[src/pcrc_fifo_mem.sv]
// constants shared by the crc generator, and its fifo word store
// assumes one clock, pclk, and a single writer and single reader
package pcrc_pkg;
   localparam int unsigned ADDR_W = 12;
   localparam logic [11:0] OFS_CTRL_ONE = 12'h000;
   localparam logic [11:0] OFS_CTRL_TWO = 12'h004;
   localparam logic [11:0] OFS_TAPS_HIGH = 12'h008;
   localparam logic [11:0] OFS_TAPS_LOW = 12'h00c;
   localparam logic [11:0] OFS_DATA_IN = 12'h010;
   localparam logic [11:0] OFS_RESULT = 12'h014;
   localparam int unsigned BIT_ENABLE = 15;
   localparam int unsigned BIT_STOP_IDLE = 13;
   localparam int unsigned CNT_LSB = 8;
   localparam int unsigned CNT_MSB = 12;
   localparam int unsigned BIT_FULL = 7;
   localparam int unsigned BIT_EMPTY = 6;
   localparam int unsigned BIT_IRQ_SEL = 5;
   localparam int unsigned BIT_RUN = 4;
   localparam int unsigned BIT_LSB_FIRST = 3;
   localparam int unsigned DW_LSB = 8;
   localparam int unsigned DW_MSB = 12;
   localparam int unsigned PL_LSB = 0;
   localparam int unsigned PL_MSB = 4;
   localparam logic [15:0] TAPS_LOW_MASK = 16'hfffe;
   localparam int unsigned WORD_W = 32;
   localparam int unsigned MEM_DEPTH = 16;
   localparam int unsigned PTR_W = 4;
   localparam logic [4:0] DEPTH_SHORT = 5'h10;
   localparam logic [4:0] DEPTH_LONG = 5'h08;
   localparam logic [4:0] PLEN_DEPTH_LIMIT = 5'h07;
   typedef enum logic [1:0] {
      PCRC_IDLE = 2'b00,
      PCRC_FETCH = 2'b01,
      PCRC_SHIFT = 2'b10
   } pcrc_state_t;
endpackage

`timescale 1ns/1ps
module pcrc_fifo_mem (
   input wire logic pclk,
   input wire logic wr_en,
   input wire logic [pcrc_pkg::PTR_W-1:0] wr_addr,
   input wire logic [pcrc_pkg::WORD_W-1:0] wr_data,
   input wire logic rd_en,
   input wire logic [pcrc_pkg::PTR_W-1:0] rd_addr,
   output logic [pcrc_pkg::WORD_W-1:0] rd_data
);
   import pcrc_pkg::*;
   // no reset on storage; contents only matter once counted valid
   logic [WORD_W-1:0] mem_reg [MEM_DEPTH];

   always_ff @(posedge pclk) begin
      if (wr_en) begin
         mem_reg[wr_addr] <= wr_data;
      end
   end

   // read data held until the next read
   always_ff @(posedge pclk) begin
      if (rd_en) begin
         rd_data <= mem_reg[rd_addr];
      end
   end
endmodule // pcrc_fifo_mem

[src/pcrc_top.sv]
// programmable crc generator with apb register port and data fifo
// assumes apb master on pclk; sys_idle high while the system idles
`timescale 1ns/1ps

module pcrc_top (
   input wire logic pclk,
   input wire logic presetn,
   input wire logic psel,
   input wire logic penable,
   input wire logic pwrite,
   input wire logic [pcrc_pkg::ADDR_W-1:0] paddr,
   input wire logic [31:0] pwdata,
   output logic [31:0] prdata,
   output logic pready,
   output logic pslverr,
   input wire logic sys_idle,
   output logic crc_irq
);
   import pcrc_pkg::*;

   function automatic logic [4:0] fifo_depth(input logic [4:0] plen);
      fifo_depth = (plen > PLEN_DEPTH_LIMIT) ? DEPTH_LONG : DEPTH_SHORT;
   endfunction

   function automatic logic [PTR_W-1:0] ptr_inc(input logic [PTR_W-1:0] p,
                                                input logic [4:0] depth);
      logic [4:0] wide;
      wide = {1'b0, p} + 5'h01;
      ptr_inc = (wide == depth) ? '0 : wide[PTR_W-1:0];
   endfunction

   logic enable_reg;
   logic stop_idle_reg;
   logic irq_sel_reg;
   logic run_reg;
   logic lsb_first_reg;
   logic [4:0] dwidth_reg;
   logic [4:0] plen_reg;
   logic [15:0] taps_high_reg;
   logic [15:0] taps_low_reg;
   logic [31:0] crc_reg;
   logic [31:0] crc_next;
   logic [4:0] count_reg;
   logic [4:0] count_next;
   logic [PTR_W-1:0] wr_ptr_reg;
   logic [PTR_W-1:0] rd_ptr_reg;
   logic [4:0] bit_cnt_reg;
   logic irq_reg;
   pcrc_state_t state_reg;
   pcrc_state_t state_next;
   logic [31:0] prdata_reg;
   logic [WORD_W-1:0] word_data;

   wire setup_ph = psel & ~penable;
   wire access_ph = psel & penable;
   wire wr_acc = access_ph & pwrite;
   wire hit_c1 = (paddr == OFS_CTRL_ONE);
   wire hit_c2 = (paddr == OFS_CTRL_TWO);
   wire hit_th = (paddr == OFS_TAPS_HIGH);
   wire hit_tl = (paddr == OFS_TAPS_LOW);
   wire hit_di = (paddr == OFS_DATA_IN);
   wire hit_rs = (paddr == OFS_RESULT);
   wire mapped = hit_c1 | hit_c2 | hit_th | hit_tl | hit_di | hit_rs;

   wire [4:0] depth = fifo_depth(plen_reg);
   wire full_flag = (count_reg >= depth);
   wire empty_flag = (count_reg == 5'h00);

   wire suspended = stop_idle_reg & sys_idle;
   wire active = enable_reg & run_reg & ~suspended;

   wire push = wr_acc & hit_di & enable_reg & ~full_flag;
   wire pop = active & (state_reg == PCRC_FETCH);
   wire last_bit = (bit_cnt_reg == dwidth_reg);
   wire shift_step = active & (state_reg == PCRC_SHIFT);
   wire word_done = shift_step & last_bit;
   // seed load only while no word is in flight
   wire seed_wr = wr_acc & hit_rs & enable_reg & (state_reg == PCRC_IDLE);

   wire [4:0] bit_idx = lsb_first_reg ? bit_cnt_reg : (dwidth_reg - bit_cnt_reg);
   wire data_bit = word_data[bit_idx];

   wire [31:0] taps_all = {taps_high_reg, taps_low_reg};
   wire [31:0] len_mask = 32'hffffffff >> (5'h1f - plen_reg);
   wire top_bit = crc_reg[plen_reg];
   wire feedback = data_bit ^ top_bit;
   wire [31:0] poly = (taps_all | 32'h00000001) & len_mask;
   wire [31:0] crc_stepped = ({crc_reg[30:0], 1'b0} & len_mask) ^ (feedback ? poly : '0);

   always_comb begin
      crc_next = crc_reg;
      if (seed_wr) begin
         crc_next = pwdata & len_mask;
      end else if (shift_step) begin
         crc_next = crc_stepped;
      end
   end

   always_comb begin
      count_next = count_reg;
      if (push & ~pop) begin
         count_next = count_reg + 5'h01;
      end else if (pop & ~push) begin
         count_next = count_reg - 5'h01;
      end
   end

   always_comb begin
      state_next = state_reg;
      unique case (state_reg)
         PCRC_IDLE: begin
            if (active & ~empty_flag) begin
               state_next = PCRC_FETCH;
            end
         end
         PCRC_FETCH: begin
            if (active) begin
               state_next = PCRC_SHIFT;
            end
         end
         PCRC_SHIFT: begin
            if (word_done) begin
               state_next = empty_flag ? PCRC_IDLE : PCRC_FETCH;
            end
         end
         // illegal code recovers to idle
         default: begin
            state_next = PCRC_IDLE;
         end
      endcase
   end

   wire irq_fire = irq_sel_reg ? (pop & (count_next == 5'h00))
                               : (word_done & empty_flag);

   pcrc_fifo_mem u_mem (
      .pclk(pclk),
      .wr_en(push),
      .wr_addr(wr_ptr_reg),
      .wr_data(pwdata),
      .rd_en(pop),
      .rd_addr(rd_ptr_reg),
      .rd_data(word_data)
   );

   // control registers survive a disable
   always_ff @(posedge pclk or negedge presetn) begin
      if (!presetn) begin
         enable_reg <= 1'b0;
         stop_idle_reg <= 1'b0;
         irq_sel_reg <= 1'b0;
         run_reg <= 1'b0;
         lsb_first_reg <= 1'b0;
      end else if (wr_acc & hit_c1) begin
         enable_reg <= pwdata[BIT_ENABLE];
         stop_idle_reg <= pwdata[BIT_STOP_IDLE];
         irq_sel_reg <= pwdata[BIT_IRQ_SEL];
         run_reg <= pwdata[BIT_RUN];
         lsb_first_reg <= pwdata[BIT_LSB_FIRST];
      end
   end

   always_ff @(posedge pclk or negedge presetn) begin
      if (!presetn) begin
         dwidth_reg <= '0;
         plen_reg <= '0;
         taps_high_reg <= '0;
         taps_low_reg <= '0;
      end else begin
         if (wr_acc & hit_c2) begin
            dwidth_reg <= pwdata[DW_MSB:DW_LSB];
            plen_reg <= pwdata[PL_MSB:PL_LSB];
         end
         if (wr_acc & hit_th) begin
            taps_high_reg <= pwdata[15:0];
         end
         if (wr_acc & hit_tl) begin
            taps_low_reg <= pwdata[15:0] & TAPS_LOW_MASK;
         end
      end
   end

   wire engine_clr = ~enable_reg;
   wire [PTR_W-1:0] wr_ptr_next = push ? ptr_inc(wr_ptr_reg, depth) : wr_ptr_reg;
   wire [PTR_W-1:0] rd_ptr_next = pop ? ptr_inc(rd_ptr_reg, depth) : rd_ptr_reg;
   wire bit_step = shift_step & ~last_bit;
   wire [4:0] bit_cnt_next = pop ? 5'h00 : (bit_step ? bit_cnt_reg + 5'h01 : bit_cnt_reg);

   // one short block per register, the two fifo pointers sharing one; clear loads the reset constants
   always_ff @(posedge pclk or negedge presetn) begin
      if (!presetn) begin
         state_reg <= PCRC_IDLE;
      end else if (engine_clr) begin
         state_reg <= PCRC_IDLE;
      end else begin
         state_reg <= state_next;
      end
   end

   always_ff @(posedge pclk or negedge presetn) begin
      if (!presetn) begin
         count_reg <= '0;
      end else if (engine_clr) begin
         count_reg <= '0;
      end else begin
         count_reg <= count_next;
      end
   end

   always_ff @(posedge pclk or negedge presetn) begin
      if (!presetn) begin
         crc_reg <= '0;
      end else if (engine_clr) begin
         crc_reg <= '0;
      end else begin
         crc_reg <= crc_next;
      end
   end

   always_ff @(posedge pclk or negedge presetn) begin
      if (!presetn) begin
         irq_reg <= 1'b0;
      end else if (engine_clr) begin
         irq_reg <= 1'b0;
      end else begin
         irq_reg <= irq_fire;
      end
   end

   always_ff @(posedge pclk or negedge presetn) begin
      if (!presetn) begin
         wr_ptr_reg <= '0;
         rd_ptr_reg <= '0;
      end else if (engine_clr) begin
         wr_ptr_reg <= '0;
         rd_ptr_reg <= '0;
      end else begin
         wr_ptr_reg <= wr_ptr_next;
         rd_ptr_reg <= rd_ptr_next;
      end
   end

   always_ff @(posedge pclk or negedge presetn) begin
      if (!presetn) begin
         bit_cnt_reg <= '0;
      end else if (engine_clr) begin
         bit_cnt_reg <= '0;
      end else begin
         bit_cnt_reg <= bit_cnt_next;
      end
   end

   // read data captured in setup so access phase needs no wait
   wire [15:0] c1_view = {enable_reg, 1'b0, stop_idle_reg, count_reg,
                          full_flag, empty_flag, irq_sel_reg, run_reg,
                          lsb_first_reg, 3'h0};
   wire [31:0] rd_mux = hit_c1 ? {16'h0000, c1_view} :
                        hit_c2 ? {19'h0, dwidth_reg, 3'h0, plen_reg} :
                        hit_th ? {16'h0000, taps_high_reg} :
                        hit_tl ? {16'h0000, taps_low_reg} :
                        hit_rs ? crc_reg : 32'h00000000;

   always_ff @(posedge pclk or negedge presetn) begin
      if (!presetn) begin
         prdata_reg <= '0;
      end else if (setup_ph & ~pwrite) begin
         prdata_reg <= rd_mux;
      end
   end

   assign prdata = prdata_reg;
   assign pready = 1'b1;
   assign pslverr = access_ph & ~mapped;
   assign crc_irq = irq_reg;
endmodule // pcrc_top

[config.mk]
export PLATFORM = sky130hd
export DESIGN_NAME = pcrc_top
export DESIGN_NICKNAME = d
export VERILOG_FILES = /design/src/pcrc_fifo_mem.sv /design/src/pcrc_top.sv
export SDC_FILE = /design/constraint.sdc
export NUM_CORES = 1
export LEC_CHECK = 0
export BUFFER_PORTS_ARGS = -buffer_cell sky130_fd_sc_hd__buf_2
export CORE_UTILIZATION = 30
export DETAILED_ROUTE_END_ITERATION = 7
export PLACE_DENSITY = 0.53
export SYNTH_ARGS = -nofsm -noshare
export SYNTH_HDL_FRONTEND = slang
export SYNTH_SLANG_ARGS = --single-unit
[constraint.sdc]
create_clock -name pclk -period 5.78 [get_ports pclk]
set_input_delay 0.578 -clock pclk [delete_from_list [all_inputs] [get_ports pclk]]
set_output_delay 0.578 -clock pclk [all_outputs]
set_load 0.005 [all_outputs]
==> flow_summary.toml <==
[route]
drt_pass1_iterations = 6
drt-initial-drc-count = 1759
wl_per_cell_um = 25.4
drc_errors = 0
routed_via_density = 5.19
detail-route-antenna-nets = 0
num_vias = 15900
routed_wl_um = 77900

[synth]
synth-simple-area-share = 0.0571
syn_avg_cell_area_sq_um = 17.2
ys.warnings.count = 0
synth_top_area_frac = 0.573
synthMuxAreaShare = 0.170
synth_nets = 1726
synth-seq-cells = 675
synth_top_family_by_area = "multiplexers"
synth_edf_count = 544
synthAdderAreaFrac = 0.00641
synthFlopType = "edfxtp_1"
synthXorXnorAreaFrac = 0.00456
synth_compound_area_frac = 0.0565
ys_seq_area_frac = 0.688
synth_cell_types = 70
synthArstFlopShare = 0.194
synth.largest_area_cell = "edfxtp_1"
synth.cell_area_sq_mm = 0.0285
synth.area.top_cells = "edfxtp_1 57%, mux4_2 13%, dfrtp_1 11%, mux2_2 2.0%, mux2i_1 1.4%"
syn_inst = 1662

[sta]
fin_setup_tns_ns = 0
fmax_mhz = 230
relSlewSlack = 0.124
hold_violations = 0
period_share = 0.751
slew_viol_final = 0
timing.hold.ws_ns = 0.00143
tightestPinTransition_ns = 1.31
fin_skew_ns = 0.0278
setup_violations = 0
worst_slack_ns = 1.44
rsz0062_at_grt = "false"
min_period_ns = 4.34

[clock_tree]
htree_levels = 3
clk_pin_slew_ns = 0.06
cts_root_buffer = "clkbuf_16"
cts-resized-gates = 0
hold_buffers = 0
cts_setup_buffers = 0
cts_tree = "built"
clk_path_buf_depth = 3
cts-buffers-inserted = 71
numClockSinks = 675
clk-insertion-delay-late_ns = 0.63

[global_routing]
grt_pass1_wl_um = 113000
grt_antenna_before_repair = 3
grt_pass1_vias = 16000
grt_max_degree = 77
grt_overflow_total = 0
grt_usage = 0.163

[final_layout]
drive_gt1_frac = 0.276
fillers = 8771
largest_register_ffs = 512
postLayoutCellArea_sq_mm = 0.0328
syn_to_final_growth_pct = 15.0
nets = 1824
instances_no_fill = 3070
multiInputGateArea_sq_mm = 0.00855
regArea_sq_mm = 0.0196

[worst_setup_path]
arrival_ns = 4.83
critPathCaptureType = "flop"
worstPathMaxFanout = 23
cp.required_ns = 6.27
path_class = "flop to flop"
start_kind = "flop"

[power]
p_leak_uw = 0.0108
powerDensity_mw_per_mm2 = 300
vdd_drop_max_uv = 187

[place]
place_ws_ns = 1.54
placed_area_sq_mm = 0.0306
portBuffers = 83
place_inst = 2941
place_congestion = 0.850
post-dp-hpwl_um = 48300

[floorplan]
num_rows = 112
ioPinCount = 85
dieArea_sq_mm = 0.0963
start_util = 0.304
core_area_sq_mm = 0.0937
die_height_um = 310
die_w_um = 310

[worst_hold_path]
hp-class = "primary input to asynchronous set/reset pin"

[outcome]
outcome = "complete, no violations"

[job]
maxCapViolCount = 0
## cell usage after synthesis (6+ instances only)
library cell	number
a21oi_1	75
a222oi_1	9
a22oi_1	6
and2_1	8
and3_1	12
buf_1	20
clkbuf_1	67
dfrtp_1	131
edfxtp_1	544
ha_1	13
inv_1	20
mux2_2	51
mux2i_1	39
mux4_2	170
nand2_1	99
nand2b_1	7
nand3_1	27
nor2_1	81
nor2b_1	40
nor3_1	10
nor3b_1	23
o211ai_1	7
o21ai_0	66
o21ai_1	10
o31ai_2	20
o32ai_1	7
xnor2_1	10
## layout make-up
| cell class | count | share of cell area |
|---|---|---|
| Sequential cell | 675 | 0.598 |
| Multi-Input combinational cell | 868 | 0.261 |
| Clock buffer | 91 | 0.0583 |
| Tap cell | 1254 | 0.0478 |
| Timing Repair Buffer | 121 | 0.0223 |
| Clock inverter | 36 | 0.00958 |
| Inverter | 23 | 0.00263 |
| Antenna cell | 2 | 0.000153 |
## power breakdown
group          switching (uW)  leakage, uW  internal, uW
sequential              0.811      0.00670          5250
combinational             123      0.00302          17.9
clock                    1930      0.00109          2500
total                    2050       0.0108          7770
## metal layers
metal / track usage / part of all wire
met4: 0.0567 / 0.029
met1: 0.214 / 0.42
met3: 0.0289 / 0.061
met5: 0 / 0
met2: 0.269 / 0.49
## cells in the final DEF, fill, tap and decap left out, types with 16 or more instances in the layout
| cell type | n |
|---|---|
| mux2i_1 | 39 |
| dfrtp_1 | 127 |
| nor2b_1 | 40 |
| clkbuf_16 | 72 |
| mux4_2 | 170 |
| buf_2 | 82 |
| buf_4 | 36 |
| o21ai_0 | 66 |
| clkinv_2 | 16 |
| nand2_1 | 98 |
| nor3b_1 | 23 |
| nor2_1 | 69 |
| o31ai_2 | 20 |
| nand3_1 | 26 |
| a21oi_1 | 75 |
| mux2_2 | 51 |
| inv_1 | 20 |
| edfxtp_1 | 544 |
## logic make-up (layout without fill, tap and decap cells)
family                   count (synthesis)  after routing
AO/OA/AOI/OAI                          244            244
XOR/XNOR                                14             14
adder cells (fa/ha/maj)                 14             14
buffers and inverters                  119            271
flip-flops                             675            675
multiplexers                           263            263
other                                    1              3
AND/OR/NAND/NOR                        332            332
## worst paths after layout
kind,from,to,slack (ns),cells after the start
min reg2reg,prdata[18]$_DFFE_PN0P_,prdata[18]$_DFFE_PN0P_,0.47,2
max in group asynchronous,presetn,taps_high_reg[4]$_DFFE_PN0P_,4.47,2
max,bit_cnt_reg[0]$_DFFE_PN0P_,crc_reg[29]$_DFFE_PN0P_,1.44,12
min in group pclk,pwdata[27],u_mem.mem_reg[9][27]$_DFFE_PP_,0.40,1
min,presetn,prdata[8]$_DFFE_PN0P_,0.001,1
max reg2reg,bit_cnt_reg[0]$_DFFE_PN0P_,crc_reg[29]$_DFFE_PN0P_,1.44,12
## critical path: stages, from the launching register on
cell and delay, ns:
dfrtp_1 0.66, ha_1 0.29, fa_1 0.54, and2b_1 0.26, nor2_1 0.17, mux4_1 0.31, o211ai_1 0.19, mux2_2 0.19
o211ai_2 0.15, xnor2_4 0.52, buf_4 0.49, mux2i_1 0.15, o41ai_1 0.28
## through the flow
step	util	power, uW
after floorplan	-	5370
after global placement	0.326	5490
after detailed placement	0.326	5500
after CTS	0.350	9930
after global routing	0.350	10100
final	0.350	9820
No activity file was read; power rests on OpenSTA's default activity.
